===== src/design/vrmc_defs.svh =====
// Register offsets, field positions, reset values and timing counts of the routine mode controller.
`ifndef VRMC_DEFS_SVH
`define VRMC_DEFS_SVH
`define VRMC_ADR_CTRL 4'h0
`define VRMC_ADR_STAT 4'h1
`define VRMC_ADR_CELL 4'h2
`define VRMC_ADR_STACK 4'h3
`define VRMC_ADR_AUX 4'h4
`define VRMC_ADR_DIAGNOSTIC_STEP_BITS 4'h5
`define VRMC_B_REQ 0
`define VRMC_B_PER 1
`define VRMC_B_AUXM 2
`define VRMC_B_AUXT 3
`define VRMC_B_CELLT 4
`define VRMC_B_BALT 5
`define VRMC_B_HARDWARE_SELF_CHECK_ENABLE 6
`define VRMC_B_OVLCLR 7
`define VRMC_B_CCEN 8
`define VRMC_F_FILT_LO 9
`define VRMC_F_FILT_HI 11
`define VRMC_S_ACT 0
`define VRMC_S_OVL 1
`define VRMC_S_OVR 2
`define VRMC_S_ACTIVE 3
`define VRMC_RES_W 16
`define VRMC_FRESH_BIT 16
`define VRMC_NRES 4
`define VRMC_FILT_RST 3'h0
`define VRMC_STEP_BASE_NS 1000
`define VRMC_CLK_NS 40
`define VRMC_STEP_BASE_CYC ((`VRMC_STEP_BASE_NS + `VRMC_CLK_NS - 1) / `VRMC_CLK_NS)
`endif


===== src/design/vrmc_pkg.sv =====
// Types shared by the routine mode controller.
package vrmc_pkg;
	typedef enum logic [2:0] {
		VRMC_IDLE, VRMC_SYNC, VRMC_CELL, VRMC_STACK, VRMC_AUXM, VRMC_AUXT, VRMC_CELLT, VRMC_BALT
	} vrmc_step_e;
	typedef enum logic [1:0] {
		VRMC_M_NONE, VRMC_M_DEMAND, VRMC_M_PERIODIC, VRMC_M_OVERRIDE
	} vrmc_mode_e;
endpackage


===== src/design/vrmc_ctrl.sv =====
// Voltage routine mode control with a classic Wishbone register slave.
//=====================================================================
// Contract
// - only one routine mode runs at once
// - override preempts all, ends idle awaiting host
// - demand request never preempts demand or override
// - override preempts periodic at any point
// - status shows request, latch, override, active
// - latch plus enable idle locks periodic activity
// - request implies active; active implies request, enable or override
// - coulomb counting delays cell step to pulse
// - cell and stack steps always run
// - optional steps only if enabled same write
// - request reads high until routine completes
// - repeated requests ignored while request high
// - demand steps use demand filter field
// - result registers update at step completion
// - fresh flag set on store, cleared on read
// - request during override discarded, bits zero
// - active flag high only during active portion
`timescale 1ns/100ps
`include "vrmc_defs.svh"
module vrmc_ctrl (
	// Clock and reset.
	input wire logic clk_i,
	input wire logic rst_i,
	// Wishbone slave.
	input wire logic cyc_i,
	input wire logic stb_i,
	input wire logic we_i,
	input wire logic [5:2] adr_i,
	input wire logic [3:0] sel_i,
	input wire logic [31:0] dat_i,
	output logic [31:0] dat_o,
	output logic ack_o,
	output logic err_o,
	// Override and coulomb counter events.
	input wire logic override_req_i,
	input wire logic override_done_i,
	input wire logic cur_soc_pulse_i,
	// Conversion result input.
	input wire logic [15:0] adc_data_i,
	// Step outputs.
	output logic [2:0] step_o,
	output logic [2:0] filt_o,
	output logic active_o
);
	//=====================================================================
	// Registers.
	logic req_r, per_r, auxm_r, auxt_r, cellt_r, balt_r, hardware_self_check_enable_r, ccen_r, ovl_r, ovr_r, ack_r;
	logic [2:0] filt_r;
	vrmc_pkg::vrmc_step_e step_r, step_nxt;
	vrmc_pkg::vrmc_mode_e mode_r;
	logic [`VRMC_FRESH_BIT:0] res_r [`VRMC_NRES];
	logic [31:0] dat_r;
	logic tstart_r;
	wire tdone_w;

	//=====================================================================
	// Bus decode.
	wire acc_w = cyc_i && stb_i && !ack_r;
	wire wr_w = acc_w && we_i;
	wire rd_w = acc_w && !we_i;
	wire hit_ctrl_w = adr_i == `VRMC_ADR_CTRL;
	wire hit_stat_w = adr_i == `VRMC_ADR_STAT;
	wire [3:0] ridx_w = adr_i - `VRMC_ADR_CELL;
	wire hit_res_w = (adr_i >= `VRMC_ADR_CELL) && (adr_i <= `VRMC_ADR_DIAGNOSTIC_STEP_BITS);
	wire mapped_w = hit_ctrl_w || hit_stat_w || hit_res_w;
	wire wctrl_w = wr_w && hit_ctrl_w && sel_i[0];
	wire wctrl1_w = wr_w && hit_ctrl_w && sel_i[1];
	wire ovr_on_w = ovr_r || override_req_i;
	// A request written together with the coulomb enable must already wait for the current pulse.
	wire ccen_now_w = wctrl1_w ? dat_i[`VRMC_B_CCEN] : ccen_r;
	// Fresh request only when no demand or override owns the routine.
	wire start_w = wctrl_w && dat_i[`VRMC_B_REQ] && !req_r && !ovr_on_w;
	wire idle_w = step_r == vrmc_pkg::VRMC_IDLE;
	wire per_go_w = per_r && !ovl_r && idle_w && !req_r && !ovr_on_w;
	wire active_w = !idle_w;
	assign ack_o = ack_r;
	assign err_o = 1'b0;
	assign dat_o = dat_r;
	assign active_o = active_w || ovr_r;
	assign step_o = step_r;
	assign filt_o = filt_r;
	wire [31:0] ctrl_rd_w = {20'h0_0000, filt_r, ccen_r, 1'b0, hardware_self_check_enable_r, balt_r, cellt_r, auxt_r, auxm_r, per_r, req_r};
	// Request bit read straight from req_r, not gated by the active phase.
	wire [31:0] stat_rd_w = {28'h000_0000, active_o, ovr_r, ovl_r, req_r};

	//=====================================================================
	// Step sequencer.
	always_comb begin
		step_nxt = step_r;
		case (step_r)
			vrmc_pkg::VRMC_IDLE: begin
				if (start_w || per_go_w) step_nxt = ccen_now_w ? vrmc_pkg::VRMC_SYNC : vrmc_pkg::VRMC_CELL;
			end
			vrmc_pkg::VRMC_SYNC: begin
				if (cur_soc_pulse_i) step_nxt = vrmc_pkg::VRMC_CELL;
			end
			vrmc_pkg::VRMC_CELL: begin
				if (tdone_w) step_nxt = vrmc_pkg::VRMC_STACK;
			end
			vrmc_pkg::VRMC_STACK: begin
				if (tdone_w) step_nxt = auxm_r ? vrmc_pkg::VRMC_AUXM : auxt_r ? vrmc_pkg::VRMC_AUXT :
					cellt_r ? vrmc_pkg::VRMC_CELLT : balt_r ? vrmc_pkg::VRMC_BALT : vrmc_pkg::VRMC_IDLE;
			end
			vrmc_pkg::VRMC_AUXM: begin
				if (tdone_w) step_nxt = auxt_r ? vrmc_pkg::VRMC_AUXT : cellt_r ? vrmc_pkg::VRMC_CELLT :
					balt_r ? vrmc_pkg::VRMC_BALT : vrmc_pkg::VRMC_IDLE;
			end
			vrmc_pkg::VRMC_AUXT: begin
				if (tdone_w) step_nxt = cellt_r ? vrmc_pkg::VRMC_CELLT : balt_r ? vrmc_pkg::VRMC_BALT :
					vrmc_pkg::VRMC_IDLE;
			end
			vrmc_pkg::VRMC_CELLT: begin
				if (tdone_w) step_nxt = balt_r ? vrmc_pkg::VRMC_BALT : vrmc_pkg::VRMC_IDLE;
			end
			vrmc_pkg::VRMC_BALT: begin
				if (tdone_w) step_nxt = vrmc_pkg::VRMC_IDLE;
			end
			default: step_nxt = vrmc_pkg::VRMC_IDLE;
		endcase
		// Override wins over every mode.
		if (ovr_on_w) step_nxt = vrmc_pkg::VRMC_IDLE;
	end

	wire tstart_nxt = (step_nxt != step_r) && (step_nxt != vrmc_pkg::VRMC_IDLE) && (step_nxt != vrmc_pkg::VRMC_SYNC);
	wire done_w = (step_r != vrmc_pkg::VRMC_IDLE) && (step_nxt == vrmc_pkg::VRMC_IDLE);

	vrmc_step_timer u_timer (
		.clk_i(clk_i),
		.rst_i(rst_i),
		.start_i(tstart_r),
		.filt_i(filt_r),
		.done_o(tdone_w)
	);

	always_ff @(posedge clk_i) begin
		if (rst_i) begin
			step_r <= vrmc_pkg::VRMC_IDLE;
			tstart_r <= 1'b0;
		end else begin
			step_r <= tstart_r ? step_r : step_nxt;
			tstart_r <= tstart_r ? 1'b0 : tstart_nxt;
		end
	end

	always_ff @(posedge clk_i) begin
		if (rst_i) begin
			mode_r <= vrmc_pkg::VRMC_M_NONE;
		end else if (ovr_on_w) begin
			mode_r <= vrmc_pkg::VRMC_M_OVERRIDE;
		end else if (start_w) begin
			mode_r <= vrmc_pkg::VRMC_M_DEMAND;
		end else if (per_go_w) begin
			mode_r <= vrmc_pkg::VRMC_M_PERIODIC;
		end else if (idle_w) begin
			mode_r <= vrmc_pkg::VRMC_M_NONE;
		end
	end

	//=====================================================================
	// Control register and override tracking.
	always_ff @(posedge clk_i) begin
		if (rst_i) begin
			req_r <= 1'b0;
			per_r <= 1'b0;
			{auxm_r, auxt_r, cellt_r, balt_r, hardware_self_check_enable_r} <= 5'h00;
			ccen_r <= 1'b0;
			filt_r <= `VRMC_FILT_RST;
			ovr_r <= 1'b0;
			ovl_r <= 1'b0;
		end else begin
			if (override_req_i) ovr_r <= 1'b1;
			else if (override_done_i) ovr_r <= 1'b0;
			// Set wins over the host clear.
			if (override_req_i) ovl_r <= 1'b1;
			else if (wctrl_w && dat_i[`VRMC_B_OVLCLR]) ovl_r <= 1'b0;
			if (wctrl_w) per_r <= dat_i[`VRMC_B_PER];
			if (wctrl1_w) ccen_r <= dat_i[`VRMC_B_CCEN];
			if (wctrl1_w) filt_r <= dat_i[`VRMC_F_FILT_HI:`VRMC_F_FILT_LO];
			if (ovr_on_w) begin
				req_r <= 1'b0;
				{auxm_r, auxt_r, cellt_r, balt_r, hardware_self_check_enable_r} <= 5'h00;
			end else if (start_w) begin
				req_r <= 1'b1;
				{auxm_r, auxt_r, cellt_r, balt_r, hardware_self_check_enable_r} <= {dat_i[`VRMC_B_AUXM], dat_i[`VRMC_B_AUXT],
					dat_i[`VRMC_B_CELLT], dat_i[`VRMC_B_BALT], dat_i[`VRMC_B_HARDWARE_SELF_CHECK_ENABLE]};
			end else if (done_w) begin
				req_r <= 1'b0;
				{auxm_r, auxt_r, cellt_r, balt_r, hardware_self_check_enable_r} <= 5'h00;
			end
		end
	end

	//=====================================================================
	// Result registers with fresh flags.
	genvar gi;
	generate
		for (gi = 0; gi < `VRMC_NRES; gi++) begin : g_res
			wire store_w = tdone_w && (mode_r != vrmc_pkg::VRMC_M_OVERRIDE) &&
				(step_r == vrmc_pkg::vrmc_step_e'(3'(gi + 2)));
			wire read_w = rd_w && hit_res_w && (ridx_w == 4'(gi));
			always_ff @(posedge clk_i) begin
				if (rst_i) begin
					res_r[gi] <= 17'h0_0000;
				end else if (store_w) begin
					res_r[gi] <= {1'b1, adc_data_i};
				end else if (read_w) begin
					res_r[gi][`VRMC_FRESH_BIT] <= 1'b0;
				end
			end
		end
	endgenerate

	//=====================================================================
	// Bus answer one cycle after the request.
	wire [31:0] res_rd_w = {15'h0000, res_r[ridx_w[1:0]]};
	wire [31:0] rd_mux_w = !mapped_w ? 32'h0000_0000 : hit_ctrl_w ? ctrl_rd_w : hit_stat_w ? stat_rd_w : res_rd_w;
	always_ff @(posedge clk_i) begin
		if (rst_i) begin
			ack_r <= 1'b0;
			dat_r <= 32'h0000_0000;
		end else begin
			ack_r <= acc_w;
			if (rd_w) dat_r <= rd_mux_w;
		end
	end
endmodule


===== src/design/vrmc_step_timer.sv =====
// Step duration timer: one pulse after the acquisition window of a step.
`timescale 1ns/100ps
`include "vrmc_defs.svh"
module vrmc_step_timer (
	// Clock and reset.
	input wire logic clk_i,
	input wire logic rst_i,
	// Control.
	input wire logic start_i,
	input wire logic [2:0] filt_i,
	// Status.
	output logic done_o
);
	logic [15:0] cnt_r;
	logic run_r;
	wire [15:0] len_w = 16'(`VRMC_STEP_BASE_CYC) << filt_i;
	wire last_w = run_r && (cnt_r == 16'h0001);
	assign done_o = last_w;
	always_ff @(posedge clk_i) begin
		if (rst_i) begin
			cnt_r <= 16'h0000;
			run_r <= 1'b0;
		end else if (start_i) begin
			cnt_r <= len_w;
			run_r <= 1'b1;
		end else if (run_r) begin
			cnt_r <= cnt_r - 16'h0001;
			run_r <= !last_w;
		end
	end
endmodule


===== config.mk =====
export PLATFORM = sky130hd
export DESIGN_NAME = vrmc_ctrl
export DESIGN_NICKNAME = d
export VERILOG_FILES = /design/src/design/vrmc_pkg.sv /design/src/design/vrmc_ctrl.sv /design/src/design/vrmc_step_timer.sv
export VERILOG_INCLUDE_DIRS = /design/src /design/src/design
export SDC_FILE = /design/constraint.sdc
export NUM_CORES = 1
export LEC_CHECK = 0
export ABC_AREA = 1
export BUFFER_PORTS_ARGS = -buffer_cell sky130_fd_sc_hd__buf_2
export CORE_AREA = 5 5 118 120
export DETAILED_ROUTE_END_ITERATION = 10
export DIE_AREA = 0 0 123 125
export PLACE_DENSITY = 0.81
export SLEW_MARGIN = 30
export SYNTH_ARGS = -nofsm -noshare
export SYNTH_HDL_FRONTEND = slang
export SYNTH_HIERARCHICAL = 1
export SYNTH_SLANG_ARGS = --single-unit

===== constraint.sdc =====
create_clock -name clk_i -period 4 [get_ports clk_i]
set_input_delay 0.2 -clock clk_i [delete_from_list [all_inputs] [get_ports clk_i]]
set_output_delay 0.2 -clock clk_i [all_outputs]
set_load 0.01 [all_outputs]

==> metrics.cfg <==
[die]
start_util=0.4797
rows=42
design.die.area_sq_um=15380
die_h_um=125
die_w_um=123
core_area_sq_um=12870
ios=105

[placed_design]
io_buffers=66
dpl_worst_slack_ns=0.8926
place_congestion=0.9493
dp_hpwl_um=10370
place_area_sq_um=6586

[power]
ir_worst_vdd_v=0.0004452
p_leak_nw=3.259
powerDensity_nw_per_um2=416.1

[setup_path]
critPathMaxFanout=16
slowest_delay_ns=0.52
cp.arrival_ns=3.20
path_class=flop to flop
reg2reg_to=res_r[3][13]
path_cells=nor2_2 > nand2_1 > nor4_1 > nand2_1 > nor2_1 > inv_1 > a21oi_1 > inv_1 > nor3_1 > nor2_1 > inv_1
crit_top_cell=inv_1
setup.worst_path.start=u_timer/cnt_r[2]
crit_required_ns=4.05
crit_end=res_r[3][13]
r2r_cells=11
endpoint_kind=flop
rrSetupSlack_ns=0.85
worstReg2RegStart=u_timer/cnt_r[2]
crit_slowest_cell=inv_1
cp-start-kind=flop

[layout]
finalNetCount=900
final_cell_mix=nand2_1, nor2_1, inv_1
final_util=0.5572
design_area_sq_um=7174
n_antenna_cell=0
final_common_cell=nand2_1
layout-drive-gt1-share=0.1544
num-fill-cells=1184
syn_to_final_growth_pct=16.17

[clock_tree]
ctsResizeCount=0
clockBufferDepth=2
cts.clk_slew.worst_paths_ns=0.06
cts_tree=yes
cts_buffers=17
htreeDepth=4
cts_sinks=122
clk_latency_ns=0.42
cts_root_buf=clkbuf_16
cts_setup_buffers=0

[detailed_routing]
antenna_left=0
drt_pass1_iterations=5
avgViaCountPerCell=5.207
drc=0
vias=5301
wl_per_cell_um=14.75
initialDrtViolationCount=477
routed_wl_um=15020

[sta]
tightest_slew_ns=0.8370
hold_viol_final=0
maxSlewViolCount=0
fin_crit_sh=0.7863
timing.setup.tns_ns=0
max_slew_margin=0.4400
final.min_clock_period_ns=3.145
clock.fmax_ghz=0.3179
skew_ns=0.006554
setup_viol=0
rsz0062_at_grt=false
fin_ws_ns=0.8548

[yosys]
ys_seq_elements=122
yosysUniqueCellTypes=45
ys_top_cells_by_area=edfxtp_1, dfxtp_1, nand2_1
ys_warn_count=6
yosys.area.top_type_share=0.3306
async_flop_share=0
synthCells=761
postSynthAreaPerCell_sq_um=8.116
yosysSeqAreaShare=0.5057
synth_largest_area_cell=edfxtp_1
synthFlopType=edfxtp_1
netlist_area_sq_um=6176
synth_edf_count=68

[global_routing]
grt_start_max_net_pins=37
first_global_vias=4966
grt_pass1_wl_um=24420
grt_overflow=0
grt_usage=0.2045
antenna_found_initial=0

[outcome]
status=completed

[hold_path]
hp-class=input pin to flop
min_from=dat_i[10]

[run]
drv_cap=0

## through the flow
step	hold slack, ns	std cells	total power, mW
6_report	0.03655	1018	2.985
5_1_grt	0.05896	1018	3.083
4_1_cts	0.02509	1018	2.994
3_5_place_dp	0.3925	985	1.537
3_3_place_gp	0.3905	985	1.533
2_1_floorplan	0.2691	776	1.486
## cells by family after synthesis
| kind of cell | count (synthesis) | synth area share |
|---|---|---|
| buffers and inverters | 136 | 0.09643 |
| other | 1 | 0.0006072 |
| AO/OA/AOI/OAI | 123 | 0.1143 |
| adder cells (fa/ha/maj) | 7 | 0.01418 |
| flip-flops | 122 | 0.5057 |
| XOR/XNOR | 2 | 0.002837 |
| AND/OR/NAND/NOR | 370 | 0.2660 |
## registers in the layout, summed over array words and instances (netlist names), 2 cells and up
| signal | cells |
|---|---|
| dat_o | 17 |
| step_o | 3 |
| filt_o | 3 |
| u_timer/cnt_r | 16 |
| res_r | 68 |
| mode_r | 2 |
## cells in the mapped netlist, types with 8 or more instances
master / count
o21ai_0: 34
clkbuf_1: 9
a221oi_1: 8
nor2_1: 120
edfxtp_1: 68
dfxtp_1: 54
a21oi_1: 52
inv_1: 96
buf_4: 18
o22ai_1: 11
nand3_1: 44
nand2_1: 167
## final cells by class
cell class | instances | area, sq um | area share
well taps | 176 | 220.2 | 0.03069
flip-flops and latches | 122 | 3123 | 0.4353
multi-input cells | 518 | 2514 | 0.3504
clock buffers | 22 | 495.5 | 0.06906
repair buffers | 70 | 362.8 | 0.05058
clock inverters | 10 | 82.58 | 0.01151
inverters | 100 | 376.6 | 0.05249
## how the worst min path moves through the flow
stage | endpoint | depth (start not counted)
2_1_floorplan | u_timer/cnt_r[9] | 1
3_3_place_gp | ovr_r | 2
3_5_place_dp | ovr_r | 2
4_1_cts | filt_o[1] | 3
5_1_grt | filt_o[1] | 3
6_report | filt_o[1] | 3
## power by group
group          internal, mW  switching, mW
clock network         0.888          0.583
registers              1.35         0.0102
logic                0.0453          0.109
total                  2.28          0.702
## metal layers
| metal | global-route usage | up-vias | part of all wire | wire length (um) |
|---|---|---|---|---|
| li1 | - | 2613 | - | - |
| met1 | 0.2607 | 2431 | 0.42 | 6261 |
| met2 | 0.3252 | 221 | 0.48 | 7149 |
| met3 | 0.06007 | 36 | 0.080 | 1195 |
| met4 | 0.08339 | 0 | 0.027 | 412 |
| met5 | 0 | - | 0 | 0 |
## critical path, delay by kind of cell (launching register included)
kind / cells / cell delay (ns)
compound gates: 1 / 0.25
flops: 1 / 0.36
buf+inv: 3 / 0.77
simple gates: 7 / 1.40
## repair_timing
action,4_1_cts,5_1_grt
hold endpoints to repair,1,0
hold buffers,1,0
setup endpoints to repair,0,0
Power figures use the tool's default switching activity.
